[src/ebpsd_pkg.sv]
// Shared types and constants for the external bus pin state decoder.
// Assumes one 100 MHz clock and an active-low asynchronous reset.
package ebpsd_pkg;

  // ----------------------------------------------------------------
  // Sizes and bit positions
  // ----------------------------------------------------------------
  localparam int ADDR_W   = 30;
  localparam int DATA_W   = 32;
  localparam int LANES    = 4;
  localparam int LANE_W   = 8;
  localparam int AREAS    = 9;
  localparam int CARDS    = 4;
  localparam int BANK_BIT = 25;

  // ----------------------------------------------------------------
  // Access descriptors
  // ----------------------------------------------------------------
  typedef enum logic [2:0] {
    AREA_SYNC_ROM = 3'h0,
    AREA_SDRAM    = 3'h1,
    AREA_MUX_IO   = 3'h2,
    AREA_BURST_IO = 3'h3,
    AREA_CARD_MEM = 3'h4
  } ebpsd_kind_type;

  typedef enum logic [1:0] {
    WIDTH_8  = 2'h0,
    WIDTH_16 = 2'h1,
    WIDTH_32 = 2'h2
  } ebpsd_width_type;

  typedef enum logic [1:0] {
    SIZE_BYTE = 2'h0,
    SIZE_WORD = 2'h1,
    SIZE_LONG = 2'h2
  } ebpsd_size_type;

  typedef struct packed {
    logic              valid;
    ebpsd_kind_type    kind;
    logic [3:0]        area;
    ebpsd_width_type   width;
    logic              write;
    ebpsd_size_type    size;
    logic [ADDR_W-1:0] addr;
    logic [DATA_W-1:0] wdata;
    logic              addr_phase;
  } ebpsd_req_type;

  typedef struct packed {
    logic [AREAS-1:0] area_chip_select_n;
    logic [CARDS-1:0] card_enable_n;
    logic             bus_cycle_start_n;
    logic             row_strobe_upper_n;
    logic             row_strobe_lower_n;
    logic             column_strobe_upper_n;
    logic             column_strobe_lower_n;
    logic             byte_mask_lane3;
    logic             byte_mask_lane2;
    logic             byte_mask_lane1;
    logic             byte_mask_lane0;
    logic             address_hold;
    logic             frame_n;
    logic             transfer_direction;
    logic             read_strobe_n;
    logic             card_io_read_strobe_n;
    logic             card_io_write_strobe_n;
    logic [LANES-1:0] write_strobe_n;
    logic             mem_write_enable_n;
  } ebpsd_pins_type;

  // Idle bus: every strobe inactive, address hold low
  localparam ebpsd_pins_type PINS_IDLE = '{address_hold: 1'b0,
                                           default: '1};
  localparam logic [ADDR_W-1:0] ADDR_RESET = '0;
  localparam logic [DATA_W-1:0] DATA_RESET = '0;

endpackage

[src/ebpsd_lane_decode.sv]
// Byte lane selection for one access, big-endian lane order.
// Assumes aligned accesses; misaligned low bits are ignored per size.
`timescale 1ns/10ps
module ebpsd_lane_decode (
  input  wire ebpsd_pkg::ebpsd_width_type width,   // Area bus width
  input  wire ebpsd_pkg::ebpsd_size_type  size,    // Access size
  input  wire logic [1:0]                 addr_lo, // Address bits 1:0
  output logic [ebpsd_pkg::LANES-1:0]     lanes    // Lanes carrying data
);

  always_comb begin
    lanes = 4'h0;
    unique case (width)
      ebpsd_pkg::WIDTH_8: begin
        lanes = 4'h1;
      end
      ebpsd_pkg::WIDTH_16: begin
        if (size == ebpsd_pkg::SIZE_BYTE) begin
          lanes = addr_lo[0] ? 4'h1 : 4'h2; // RULE4
        end else begin
          lanes = 4'h3; // RULE4
        end
      end
      ebpsd_pkg::WIDTH_32: begin
        unique case (size)
          ebpsd_pkg::SIZE_BYTE: lanes = 4'h8 >> addr_lo; // RULE3
          ebpsd_pkg::SIZE_WORD: lanes = addr_lo[1] ? 4'h3 : 4'hc; // RULE3
          default:              lanes = 4'hf; // RULE3
        endcase
      end
      default: begin
        lanes = 4'h0;
      end
    endcase
  end

endmodule

[src/ebpsd_decoder.sv]
// Pin state decoder for external bus accesses of one area.
// Assumes the on-chip master holds req stable for the whole access and
// the pad ring resolves the data pins from data_oe_q.
`timescale 1ns/10ps

// Operation
// RULE1: Only the addressed area's chip select low
// RULE2: Full address on A29..A0 whole access
// RULE3: 32-bit area big-endian lanes, rest Hi-Z
// RULE4: 16-bit area uses low lanes, upper Hi-Z
// RULE5: Burst ROM reads only, write strobes high
// RULE6: SDRAM strobes pick bank by A25
// RULE7: 16-bit SDRAM masks low lanes, upper masked
// RULE8: 32-bit SDRAM masks per lane, direction by access
// RULE9: Multiplexed I/O: hold high, low strobes
// RULE10: Multiplexed lanes share address and data
// RULE11: Burst multiplexed: frame low, hold low
// RULE12: Burst multiplexed writes strobe each lane
// RULE13: Card memory: card enable, chip selects high
// RULE14: Only accessed card enable driven low
// RULE15: Lanes from size, address, area width
module ebpsd_decoder (
  input  wire logic                        clk,          // 100 MHz clock
  input  wire logic                        nrst,         // Async reset
  input  wire ebpsd_pkg::ebpsd_req_type    req,          // Access request
  input  wire logic [ebpsd_pkg::DATA_W-1:0] data_in,     // Data pins in
  output ebpsd_pkg::ebpsd_pins_type        pins_q,       // Control pins
  output logic [ebpsd_pkg::ADDR_W-1:0]     addr_q,       // A29..A0
  output logic [ebpsd_pkg::DATA_W-1:0]     data_out_q,   // Data pins out
  output logic [ebpsd_pkg::LANES-1:0]      data_oe_q,    // Per-lane enable
  output logic [ebpsd_pkg::DATA_W-1:0]     rdata_q       // Captured read
);

  // ----------------------------------------------------------------
  // Lane selection
  // ----------------------------------------------------------------
  logic [ebpsd_pkg::LANES-1:0] lanes;
  logic [ebpsd_pkg::LANES-1:0] in_width;
  logic [ebpsd_pkg::DATA_W-1:0] addr_wide;

  ebpsd_lane_decode u_lanes (
    .width   (req.width),
    .size    (req.size),
    .addr_lo (req.addr[1:0]),
    .lanes   (lanes)
  ); // RULE15

  assign in_width  = (req.width == ebpsd_pkg::WIDTH_32) ? 4'hf :
                     (req.width == ebpsd_pkg::WIDTH_16) ? 4'h3 : 4'h1;
  assign addr_wide = {2'h0, req.addr};

  // ----------------------------------------------------------------
  // Control pins
  // ----------------------------------------------------------------
  ebpsd_pkg::ebpsd_pins_type    pins_d;
  logic [ebpsd_pkg::ADDR_W-1:0] addr_d;
  logic                         active;
  logic                         mux;

  // A write to burst ROM has no cycle; the request is left idle
  assign active = req.valid && // RULE5
                  !(req.kind == ebpsd_pkg::AREA_SYNC_ROM && req.write);
  assign mux    = (req.kind == ebpsd_pkg::AREA_MUX_IO) ||
                  (req.kind == ebpsd_pkg::AREA_BURST_IO);

  always_comb begin
    pins_d = ebpsd_pkg::PINS_IDLE;
    addr_d = addr_q;
    if (active) begin
      addr_d = req.addr; // RULE2
      pins_d.bus_cycle_start_n  = 1'b0;
      pins_d.transfer_direction = !req.write; // RULE8
      pins_d.read_strobe_n      = req.write;
      if (req.kind == ebpsd_pkg::AREA_CARD_MEM) begin
        pins_d.card_enable_n[req.area[1:0]] = 1'b0; // RULE13 RULE14
      end else begin
        pins_d.area_chip_select_n[req.area] = 1'b0; // RULE1
      end
      unique case (req.kind)
        ebpsd_pkg::AREA_SDRAM: begin
          pins_d.read_strobe_n = 1'b1; // RULE8
          if (req.addr[ebpsd_pkg::BANK_BIT]) begin // RULE6
            pins_d.row_strobe_upper_n    = 1'b0;
            pins_d.column_strobe_upper_n = 1'b0;
          end else begin
            pins_d.row_strobe_lower_n    = 1'b0;
            pins_d.column_strobe_lower_n = 1'b0;
          end
          // Upper masks stay high in a 16-bit area since lanes[3:2]=0
          pins_d.byte_mask_lane3 = !lanes[3]; // RULE7 RULE8
          pins_d.byte_mask_lane2 = !lanes[2]; // RULE7 RULE8
          pins_d.byte_mask_lane1 = !lanes[1]; // RULE7 RULE8
          pins_d.byte_mask_lane0 = !lanes[0]; // RULE7 RULE8
        end
        ebpsd_pkg::AREA_MUX_IO: begin
          pins_d.address_hold = 1'b1; // RULE9
          if (req.write) begin
            pins_d.write_strobe_n = ~(lanes & 4'h3); // RULE9
          end
        end
        ebpsd_pkg::AREA_BURST_IO: begin
          pins_d.frame_n = 1'b0; // RULE11
          if (req.write) begin
            pins_d.write_strobe_n = ~lanes; // RULE12
          end
        end
        default: begin
          pins_d.write_strobe_n = '1; // RULE5
        end
      endcase
    end
  end

  // ----------------------------------------------------------------
  // Data lanes
  // ----------------------------------------------------------------
  logic [ebpsd_pkg::DATA_W-1:0] data_out_d;
  logic [ebpsd_pkg::LANES-1:0]  data_oe_d;

  for (genvar i = 0; i < ebpsd_pkg::LANES; i++) begin : g_lane
    logic show_addr;
    // Multiplexed lanes within the area width that carry no data show address throughout the access
    assign show_addr = mux && in_width[i] &&
                       (req.addr_phase || !lanes[i]); // RULE10 RULE11
    always_comb begin
      data_oe_d[i] = active && (show_addr ||
                     (req.write && lanes[i] && in_width[i])); // RULE3 RULE4
      data_out_d[i*ebpsd_pkg::LANE_W +: ebpsd_pkg::LANE_W] =
        show_addr ? addr_wide[i*ebpsd_pkg::LANE_W +: ebpsd_pkg::LANE_W]
                  : req.wdata[i*ebpsd_pkg::LANE_W +: ebpsd_pkg::LANE_W];
    end
  end

  // Read data is sampled while the previous cycle was a read
  logic [ebpsd_pkg::DATA_W-1:0] rdata_d;
  assign rdata_d = (!pins_q.bus_cycle_start_n && pins_q.transfer_direction)
                   ? data_in : rdata_q;

  always_ff @(posedge clk or negedge nrst) begin
    if (!nrst) begin
      pins_q     <= ebpsd_pkg::PINS_IDLE;
      addr_q     <= ebpsd_pkg::ADDR_RESET;
      data_out_q <= ebpsd_pkg::DATA_RESET;
      data_oe_q  <= '0;
      rdata_q    <= ebpsd_pkg::DATA_RESET;
    end else begin
      pins_q     <= pins_d;
      addr_q     <= addr_d;
      data_out_q <= data_out_d;
      data_oe_q  <= data_oe_d;
      rdata_q    <= rdata_d;
    end
  end

  // ----------------------------------------------------------------
  // Checks
  // ----------------------------------------------------------------
  a_cs_single_area: assert property ( // RULE1
    @(posedge clk) disable iff (!nrst)
    (!pins_q.bus_cycle_start_n && pins_q.card_enable_n == 4'hf)
    |-> $countones(~pins_q.area_chip_select_n) == 1)
    else $error("chip select not one-hot");

  a_addr_follows: assert property ( // RULE2
    @(posedge clk) disable iff (!nrst)
    active |=> addr_q == $past(req.addr))
    else $error("address not driven");

  a_long_lanes: assert property ( // RULE3
    @(posedge clk) disable iff (!nrst)
    (active && req.kind == ebpsd_pkg::AREA_SDRAM && req.write &&
     req.width == ebpsd_pkg::WIDTH_32 && req.size == ebpsd_pkg::SIZE_LONG)
    |=> data_oe_q == 4'hf)
    else $error("longword lanes wrong");

  a_narrow_upper: assert property ( // RULE4
    @(posedge clk) disable iff (!nrst)
    (req.width == ebpsd_pkg::WIDTH_16) |=> data_oe_q[3:2] == 2'h0)
    else $error("upper lanes driven in 16-bit area");

  a_rom_read_only: assert property ( // RULE5
    @(posedge clk) disable iff (!nrst)
    (req.valid && req.kind == ebpsd_pkg::AREA_SYNC_ROM)
    |=> pins_q.transfer_direction && pins_q.write_strobe_n == 4'hf
        && pins_q.mem_write_enable_n)
    else $error("burst ROM write strobes");

  a_sdram_bank: assert property ( // RULE6
    @(posedge clk) disable iff (!nrst)
    (active && req.kind == ebpsd_pkg::AREA_SDRAM)
    |=> (pins_q.row_strobe_upper_n ==
         !$past(req.addr[ebpsd_pkg::BANK_BIT])) &&
        (pins_q.column_strobe_lower_n ==
         $past(req.addr[ebpsd_pkg::BANK_BIT])))
    else $error("SDRAM bank strobe wrong");

  a_sdram16_mask: assert property ( // RULE7
    @(posedge clk) disable iff (!nrst)
    (active && req.kind == ebpsd_pkg::AREA_SDRAM &&
     req.width == ebpsd_pkg::WIDTH_16)
    |=> pins_q.byte_mask_lane3 && pins_q.byte_mask_lane2 &&
        !(pins_q.byte_mask_lane1 && pins_q.byte_mask_lane0))
    else $error("16-bit SDRAM masks wrong");

  a_sdram_dir: assert property ( // RULE8
    @(posedge clk) disable iff (!nrst)
    (active && req.kind == ebpsd_pkg::AREA_SDRAM)
    |=> pins_q.read_strobe_n &&
        pins_q.transfer_direction == !$past(req.write))
    else $error("SDRAM direction wrong");

  a_burst_frame: assert property ( // RULE11
    @(posedge clk) disable iff (!nrst)
    (active && req.kind == ebpsd_pkg::AREA_BURST_IO)
    |=> !pins_q.frame_n && !pins_q.address_hold)
    else $error("burst frame wrong");

  a_card_no_cs: assert property ( // RULE13
    @(posedge clk) disable iff (!nrst)
    (active && req.kind == ebpsd_pkg::AREA_CARD_MEM)
    |=> pins_q.area_chip_select_n == 9'h1ff &&
        $countones(~pins_q.card_enable_n) == 1)
    else $error("card access chip selects");

endmodule

[config.mk]
export PLATFORM = sky130hd
export DESIGN_NAME = ebpsd_decoder
export DESIGN_NICKNAME = d
export VERILOG_FILES = /design/src/ebpsd_pkg.sv /design/src/ebpsd_lane_decode.sv /design/src/ebpsd_decoder.sv
export SDC_FILE = /design/constraint.sdc
export NUM_CORES = 1
export LEC_CHECK = 0
export ABC_CLOCK_PERIOD_IN_PS = 3200
export BUFFER_PORTS_ARGS = -buffer_cell sky130_fd_sc_hd__clkbuf_2
export CORE_MARGIN = 3
export CORE_UTILIZATION = 49
export DETAILED_ROUTE_END_ITERATION = 16
export HOLD_SLACK_MARGIN = 0.12
export PLACE_DENSITY = 0.81
export SYNTH_ARGS = -nofsm -noshare
export SYNTH_HDL_FRONTEND = slang
export SYNTH_HIERARCHICAL = 1
export SYNTH_SLANG_ARGS = --single-unit
[constraint.sdc]
create_clock -name clk -period 3.2 [get_ports clk]
set_input_delay 0.16 -clock clk [delete_from_list [all_inputs] [get_ports clk]]
set_output_delay 0.16 -clock clk [all_outputs]
set_load 0.01 [all_outputs]
After elaboration in Yosys (flattened, before gate mapping)
Cells that the tools add are included.

word-level totals
  flip-flop bits (word level) = 128
  input bits = 110
  output and inout port bits = 131
  logic and storage cells = 108

cells by class
  magnitude comparators = 4
  equality and inequality tests = 7
  shift operators = 1
  mux-type cells = 28
  bitwise operators = 4
  reduce and logical (&&, ||, !) cells = 44

operator list
  operator                                                           count
  2-to-1 mux 8 bit                                                   5
  2-to-1 mux 4 bit                                                   7
  2-to-1 mux 26 bit                                                  1
  logical AND 1 bit                                                  25
  one-hot mux 4 bit (2 select lines)                                 2
  one-hot mux 4 bit (3 select lines)                                 1
  logical OR 1 bit                                                   9
  2-to-1 mux 9 bit                                                   1
  inverter 9 bit                                                     1
  inverter 4 bit                                                     2
  zero test 1 bit                                                    7
  2-to-1 mux 1 bit                                                   7
  equality test 3 x 2 -> 1 bit, second input constant                2
  < comparator 4 x 5 -> 1 bit, second input constant                 1
  demux 1 bit (select 4 bit)                                         1
  equality test 2 x 1 -> 1 bit, second input constant                2
  greater-or-equal comparator 4 x 1 -> 1 bit, second input constant  1
  zero test 2 bit                                                    2
  2-to-1 mux 2 bit                                                   2
  inverter 2 -> 4 bit                                                1
  right shift 4 x 2 -> 4 bit, first input constant                   1
  equality test 3 x 1 -> 1 bit, second input constant                1
  equality test 3 bit, second input constant                         1
  zero test 3 bit                                                    1
  4 further kinds                                                    4

Logic depth before layout (Yosys ltp)
  depth in word-level cells = 8
  mapped depth = 6
  mapped depth without buffers = 6

By module
Netlist, hierarchy kept.

modules (own cells, without submodules)
  module             times used  cells each  area each (sq um)  seq. area each (sq um)
  ebpsd_decoder      1           299         4825.9             3186.8
  ebpsd_lane_decode  1           16          103.8              0.0

Worst setup path before layout
OpenSTA, ideal clock, no wires.

  path kind = register -> register
  from = reg pins_q[8] (netlist name)
  to = reg rdata_q[10] (netlist name)
  setup time = 0.125 ns
  arrival time = 1.386 ns
  required time = 3.075 ns
  path slack = 1.689 ns
  stages on the path, launching flop included = 5
  buffers on the path = 2
  period minus slack after synthesis = 1.511 ns
  cells stage by stage = dfstp_2 -> nor2b_1 -> clkbuf_1 -> buf_2 -> mux2_2

between the ends
  word-level cells in the longest chain between the ends = 1

ends and longest elaborated chain
  what                    line                  source
  from (decl)             ebpsd_decoder.sv:27   output ebpsd_pkg::ebpsd_pins_type pins_q,
  from (signal assigned)  ebpsd_decoder.sv:141  pins_q <= ebpsd_pkg::PINS_IDLE;
  from (signal assigned)  ebpsd_decoder.sv:147  pins_q <= pins_d;
  logical AND 1 bit       ebpsd_decoder.sv:136  assign rdata_d = (!pins_q.bus_cycle_start_n && pins_q.transfer_direction)
  to (signal assigned)    ebpsd_decoder.sv:145  rdata_q <= ebpsd_pkg::DATA_RESET;
  to (signal assigned)    ebpsd_decoder.sv:151  rdata_q <= rdata_d;
  to (decl)               ebpsd_decoder.sv:31   output logic [ebpsd_pkg::DATA_W-1:0] rdata_q

No other way between the ends.
A chain may end at the register's enable or synchronous reset.

Worst setup path after layout
  from = in req[66] (netlist name)
  to = reg data_out_q[11] (netlist name)

between the ends
  word-level cells in the longest chain between the ends = 6
  elaborated cells on any way between the ends = 11
  classes of those cells = 2 x eq/ne; 4 x mux; 5 x reduce/logical

ends and longest elaborated chain
  what                                         line                     source
  from (decl)                                  ebpsd_decoder.sv:25      input wire ebpsd_pkg::ebpsd_req_type req,
  equality test 2 bit (tied with other cells)  ebpsd_lane_decode.sv:13  unique case (width)
  one-hot mux 4 bit (3 select lines) (*)       ebpsd_lane_decode.sv:13
  via lanes, one bit                           ebpsd_decoder.sv:37      logic [ebpsd_pkg::LANES-1:0] lanes;
  zero test 1 bit (*)                          ebpsd_decoder.sv:124     (req.addr_phase || !lanes[i]);
  logical OR 1 bit (*)                         ebpsd_decoder.sv:124
  logical AND 1 bit (*)                        ebpsd_decoder.sv:123     assign show_addr = mux && in_width[i] &&
  2-to-1 mux 8 bit (*)                         ebpsd_decoder.sv:129     show_addr ? addr_wide[i*ebpsd_pkg::LANE_W +: ebpsd_pkg::LANE_W]
  via data_out_d, one bit                      ebpsd_decoder.sv:117     logic [ebpsd_pkg::DATA_W-1:0] data_out_d;
  to (signal assigned)                         ebpsd_decoder.sv:143     data_out_q <= ebpsd_pkg::DATA_RESET;
  to (signal assigned)                         ebpsd_decoder.sv:149     data_out_q <= data_out_d;
  to (decl)                                    ebpsd_decoder.sv:29      output logic [ebpsd_pkg::DATA_W-1:0] data_out_q,

Mark *: on every way through the listed nets, which the timed path passes. The rest lies on a longest branch.

==> impl_metrics.tcl <==
set metrics [dict create \
    status "completed" \
    synthArstFlopShare_pct 100.0 \
    start_util_pct 51.88 \
    nNetsFinal 811 \
    clk_pin_slew_ps 60 \
    layout_common_cells "clkbuf_2 (236), dlygate4sd3_1 (139), dfrtp_1 (99)" \
    worstHoldPathType "input port to flip-flop" \
    io_buffer_count 237 \
    ir_drop_mv 0.3353 \
    ioPinCount 241 \
    insertion_delay_ps 500 \
    netlist_area_sq_um 4930 \
    core_area_sq_um 9503 \
    num_vias 4144 \
    critPathArrivalTime_ps 3030 \
    hold_viol 0 \
    clock-sinks 126 \
    period_needed_ps 2671 \
    drv_cap 0 \
    first_global_vias 4650 \
    netlist-cell-type-count 40 \
    nFillCells 453 \
    cp-end-kind "flip-flop" \
    slew_violations 0 \
    postCtsSetupBuffers 0 \
    fmax_mhz 374.4 \
    placementRows 35 \
    final_layout_size_suffix_gt1_share_pct 56.10 \
    area_growth_pct 66.22 \
    final_common_cell "clkbuf_2" \
    final_antenna_net_count 0 \
    cts_buffers 17 \
    drt-initial-drc-count 145 \
    h-tree-depth 4 \
    dp.cells 671 \
    dieWidth_microns 106.3 \
    p_leak_nw 3.945 \
    slew_headroom_pct 44.74 \
    grt_setup_unrepaired "false" \
    use_met3_pct 8.015 \
    synth_edf_count 0 \
    clk_path_buf_depth 2 \
    tns_ps 0 \
    tightest_slew_ps 829.0 \
    dieArea_sq_um 11300 \
    multi_input_area_sq_um 1622 \
    dp_hpwl_microns 8915 \
    vias_per_cell 4.898 \
    slowest_delay_ps 580 \
    place_area_sq_um 6218 \
    critPathSlowestCell "dlygate4sd3_1" \
    p_per_area_nw_per_um2 537.8 \
    reg2reg_setup_slack_ps 1660 \
    gp_congestion 0.7970 \
    die_h_microns 106.3 \
    grt_usage_pct 27.76 \
    synth_warnings 6 \
    period_share_pct 83.47 \
    wirelength_microns 15350 \
    endpoint "data_out_q[11]" \
    crit_type "input port to flip-flop" \
    grt_pass1_wl_microns 24320 \
    worstHoldStart "req[63]" \
    ys_ff_latch 126 \
    wl_per_cell_microns 18.14 \
    rr_worst_depth 3 \
    grt_busiest_layer "met2" \
    postCtsHoldBufs 139 \
    start_kind "input port" \
    worstPathMaxFanout 8 \
    avgSynthCellArea_sq_um 15.65 \
    synth_flop_cell "dfrtp_1" \
    clock_tree.root_cell "clkbuf_8" \
    instances_no_fill 846 \
    post-route-util_pct 86.23 \
    remaining_drc_errors 0 \
    worstReg2RegEnd "rdata_q[19]" \
    overflow 0 \
    syn_inst 315 \
    final_area_sq_um 8194 \
    finalSetupViolations 0 \
    use_met1_pct 31.10 \
    synth_seq_area_share_pct 64.64 \
    dr.pass1.iters 4 \
    cts_tree "yes" \
    crit_chain "dlygate4sd3_1, clkbuf_2, xnor2_1, dlygate4sd3_1, nor2_1, nand2b_1, nand3b_2, mux2_2, dlygate4sd3_1" \
    cts_resized 0 \
    worstPathRequired_ps 3560 \
    timing.rr.start "pins_q[8]" \
    grt_max_degree 65 \
    final-seq-area_sq_um 3187 \
    antenna_found_initial 2 \
    path_common_cell "dlygate4sd3_1" \
    startpoint "req[66]" \
    grt_use_met2_pct 48.96 \
    fin_skew_ps 12.01 \
]
worst min-delay path by stage:
stage	slack (ps)	to	depth (start not counted)
3_5_place_dp	300	rdata_q[11]	1
6_report	180	pins_q[11]	5
5_1_grt	190	pins_q[11]	5
3_3_place_gp	280	rdata_q[11]	1
2_1_floorplan	-140	addr_q[0]	0
4_1_cts	130	pins_q[11]	5
final cells by class:
cell class | instances | area share, %
Antenna cell | 4 | 0.1222
Clock buffer | 19 | 5.268
Clock inverter | 13 | 1.741
Inverter | 8 | 0.3970
Multi-Input combinational cell | 169 | 19.79
Sequential cell | 126 | 38.89
Tap cell | 129 | 1.970
Timing Repair Buffer | 378 | 31.82
Yosys cell counts (2+ instances only):
master / number / area (sq um)
a2111oi_2: 2 / 30.03
a21oi_1: 3 / 15.01
a21oi_2: 3 / 26.28
and3_1: 3 / 18.77
buf_2: 4 / 20.02
buf_4: 5 / 37.54
buf_6: 3 / 33.78
clkbuf_1: 2 / 7.510
dfrtp_1: 99 / 2477
dfstp_2: 27 / 709.4
inv_1: 7 / 26.28
mux2_1: 2 / 22.52
mux2_2: 64 / 720.7
mux2_4: 26 / 390.4
nand2_1: 17 / 63.81
nand2b_1: 4 / 25.02
nand3_1: 3 / 15.01
nand4_1: 5 / 31.28
nor2_1: 6 / 22.52
nor2b_1: 6 / 37.54
o21a_1: 4 / 30.03
o21ai_2: 2 / 17.52
through the flow:
step           hold slack (ps)  power, W  worst slack [ps]
2_1_floorplan           -135.6  0.002130              1689
3_3_place_gp             283.3  0.002411              1428
3_5_place_dp             301.2  0.002435              1402
4_1_cts                  130.3  0.004410             617.7
5_1_grt                  185.2  0.004573             424.5
6_report                 177.7  0.004407             528.8
worst max-delay path: cells and delay by family:
kind	cells	cell delay, ps
buffers and inverters	4	1840
AND/OR/NAND/NOR	3	540
multiplexers	1	370
XOR/XNOR	1	130
state kept, by name, indices dropped and copies added (netlist names):
name	flops
data_out_q	32
rdata_q	32
addr_q	30
pins_q	28
data_oe_q	4
cells by family after synthesis:
logic type / count (synthesis) / synth area share [%]
AOI/OAI and AO/OA: 18 / 3.274
other: 1 / 0.07607
buffers and inverters: 22 / 2.665
muxes: 92 / 22.99
and+or+nand+nor: 54 / 5.914
xor gates and xnor gates: 1 / 0.1777
DFF: 126 / 64.64
adders and majority gates: 1 / 0.2538
where the power goes:
| group | internal (W) | switching [W] | leakage [nW] |
|---|---|---|---|
| clock | 0.00113 | 0.000702 | 0.266 |
| sequential | 0.00174 | 0.0000748 | 1.45 |
| combinational | 0.000415 | 0.000343 | 2.23 |
| total | 0.00329 | 0.00112 | 3.95 |
per-layer routing:
metal	vias up	share of wire [%]
met1	2052	37
met2	194	52
met4	0	3.2
met3	37	7.5
li1	1861	-
met5	-	0
(Power assumes the default switching activity.)
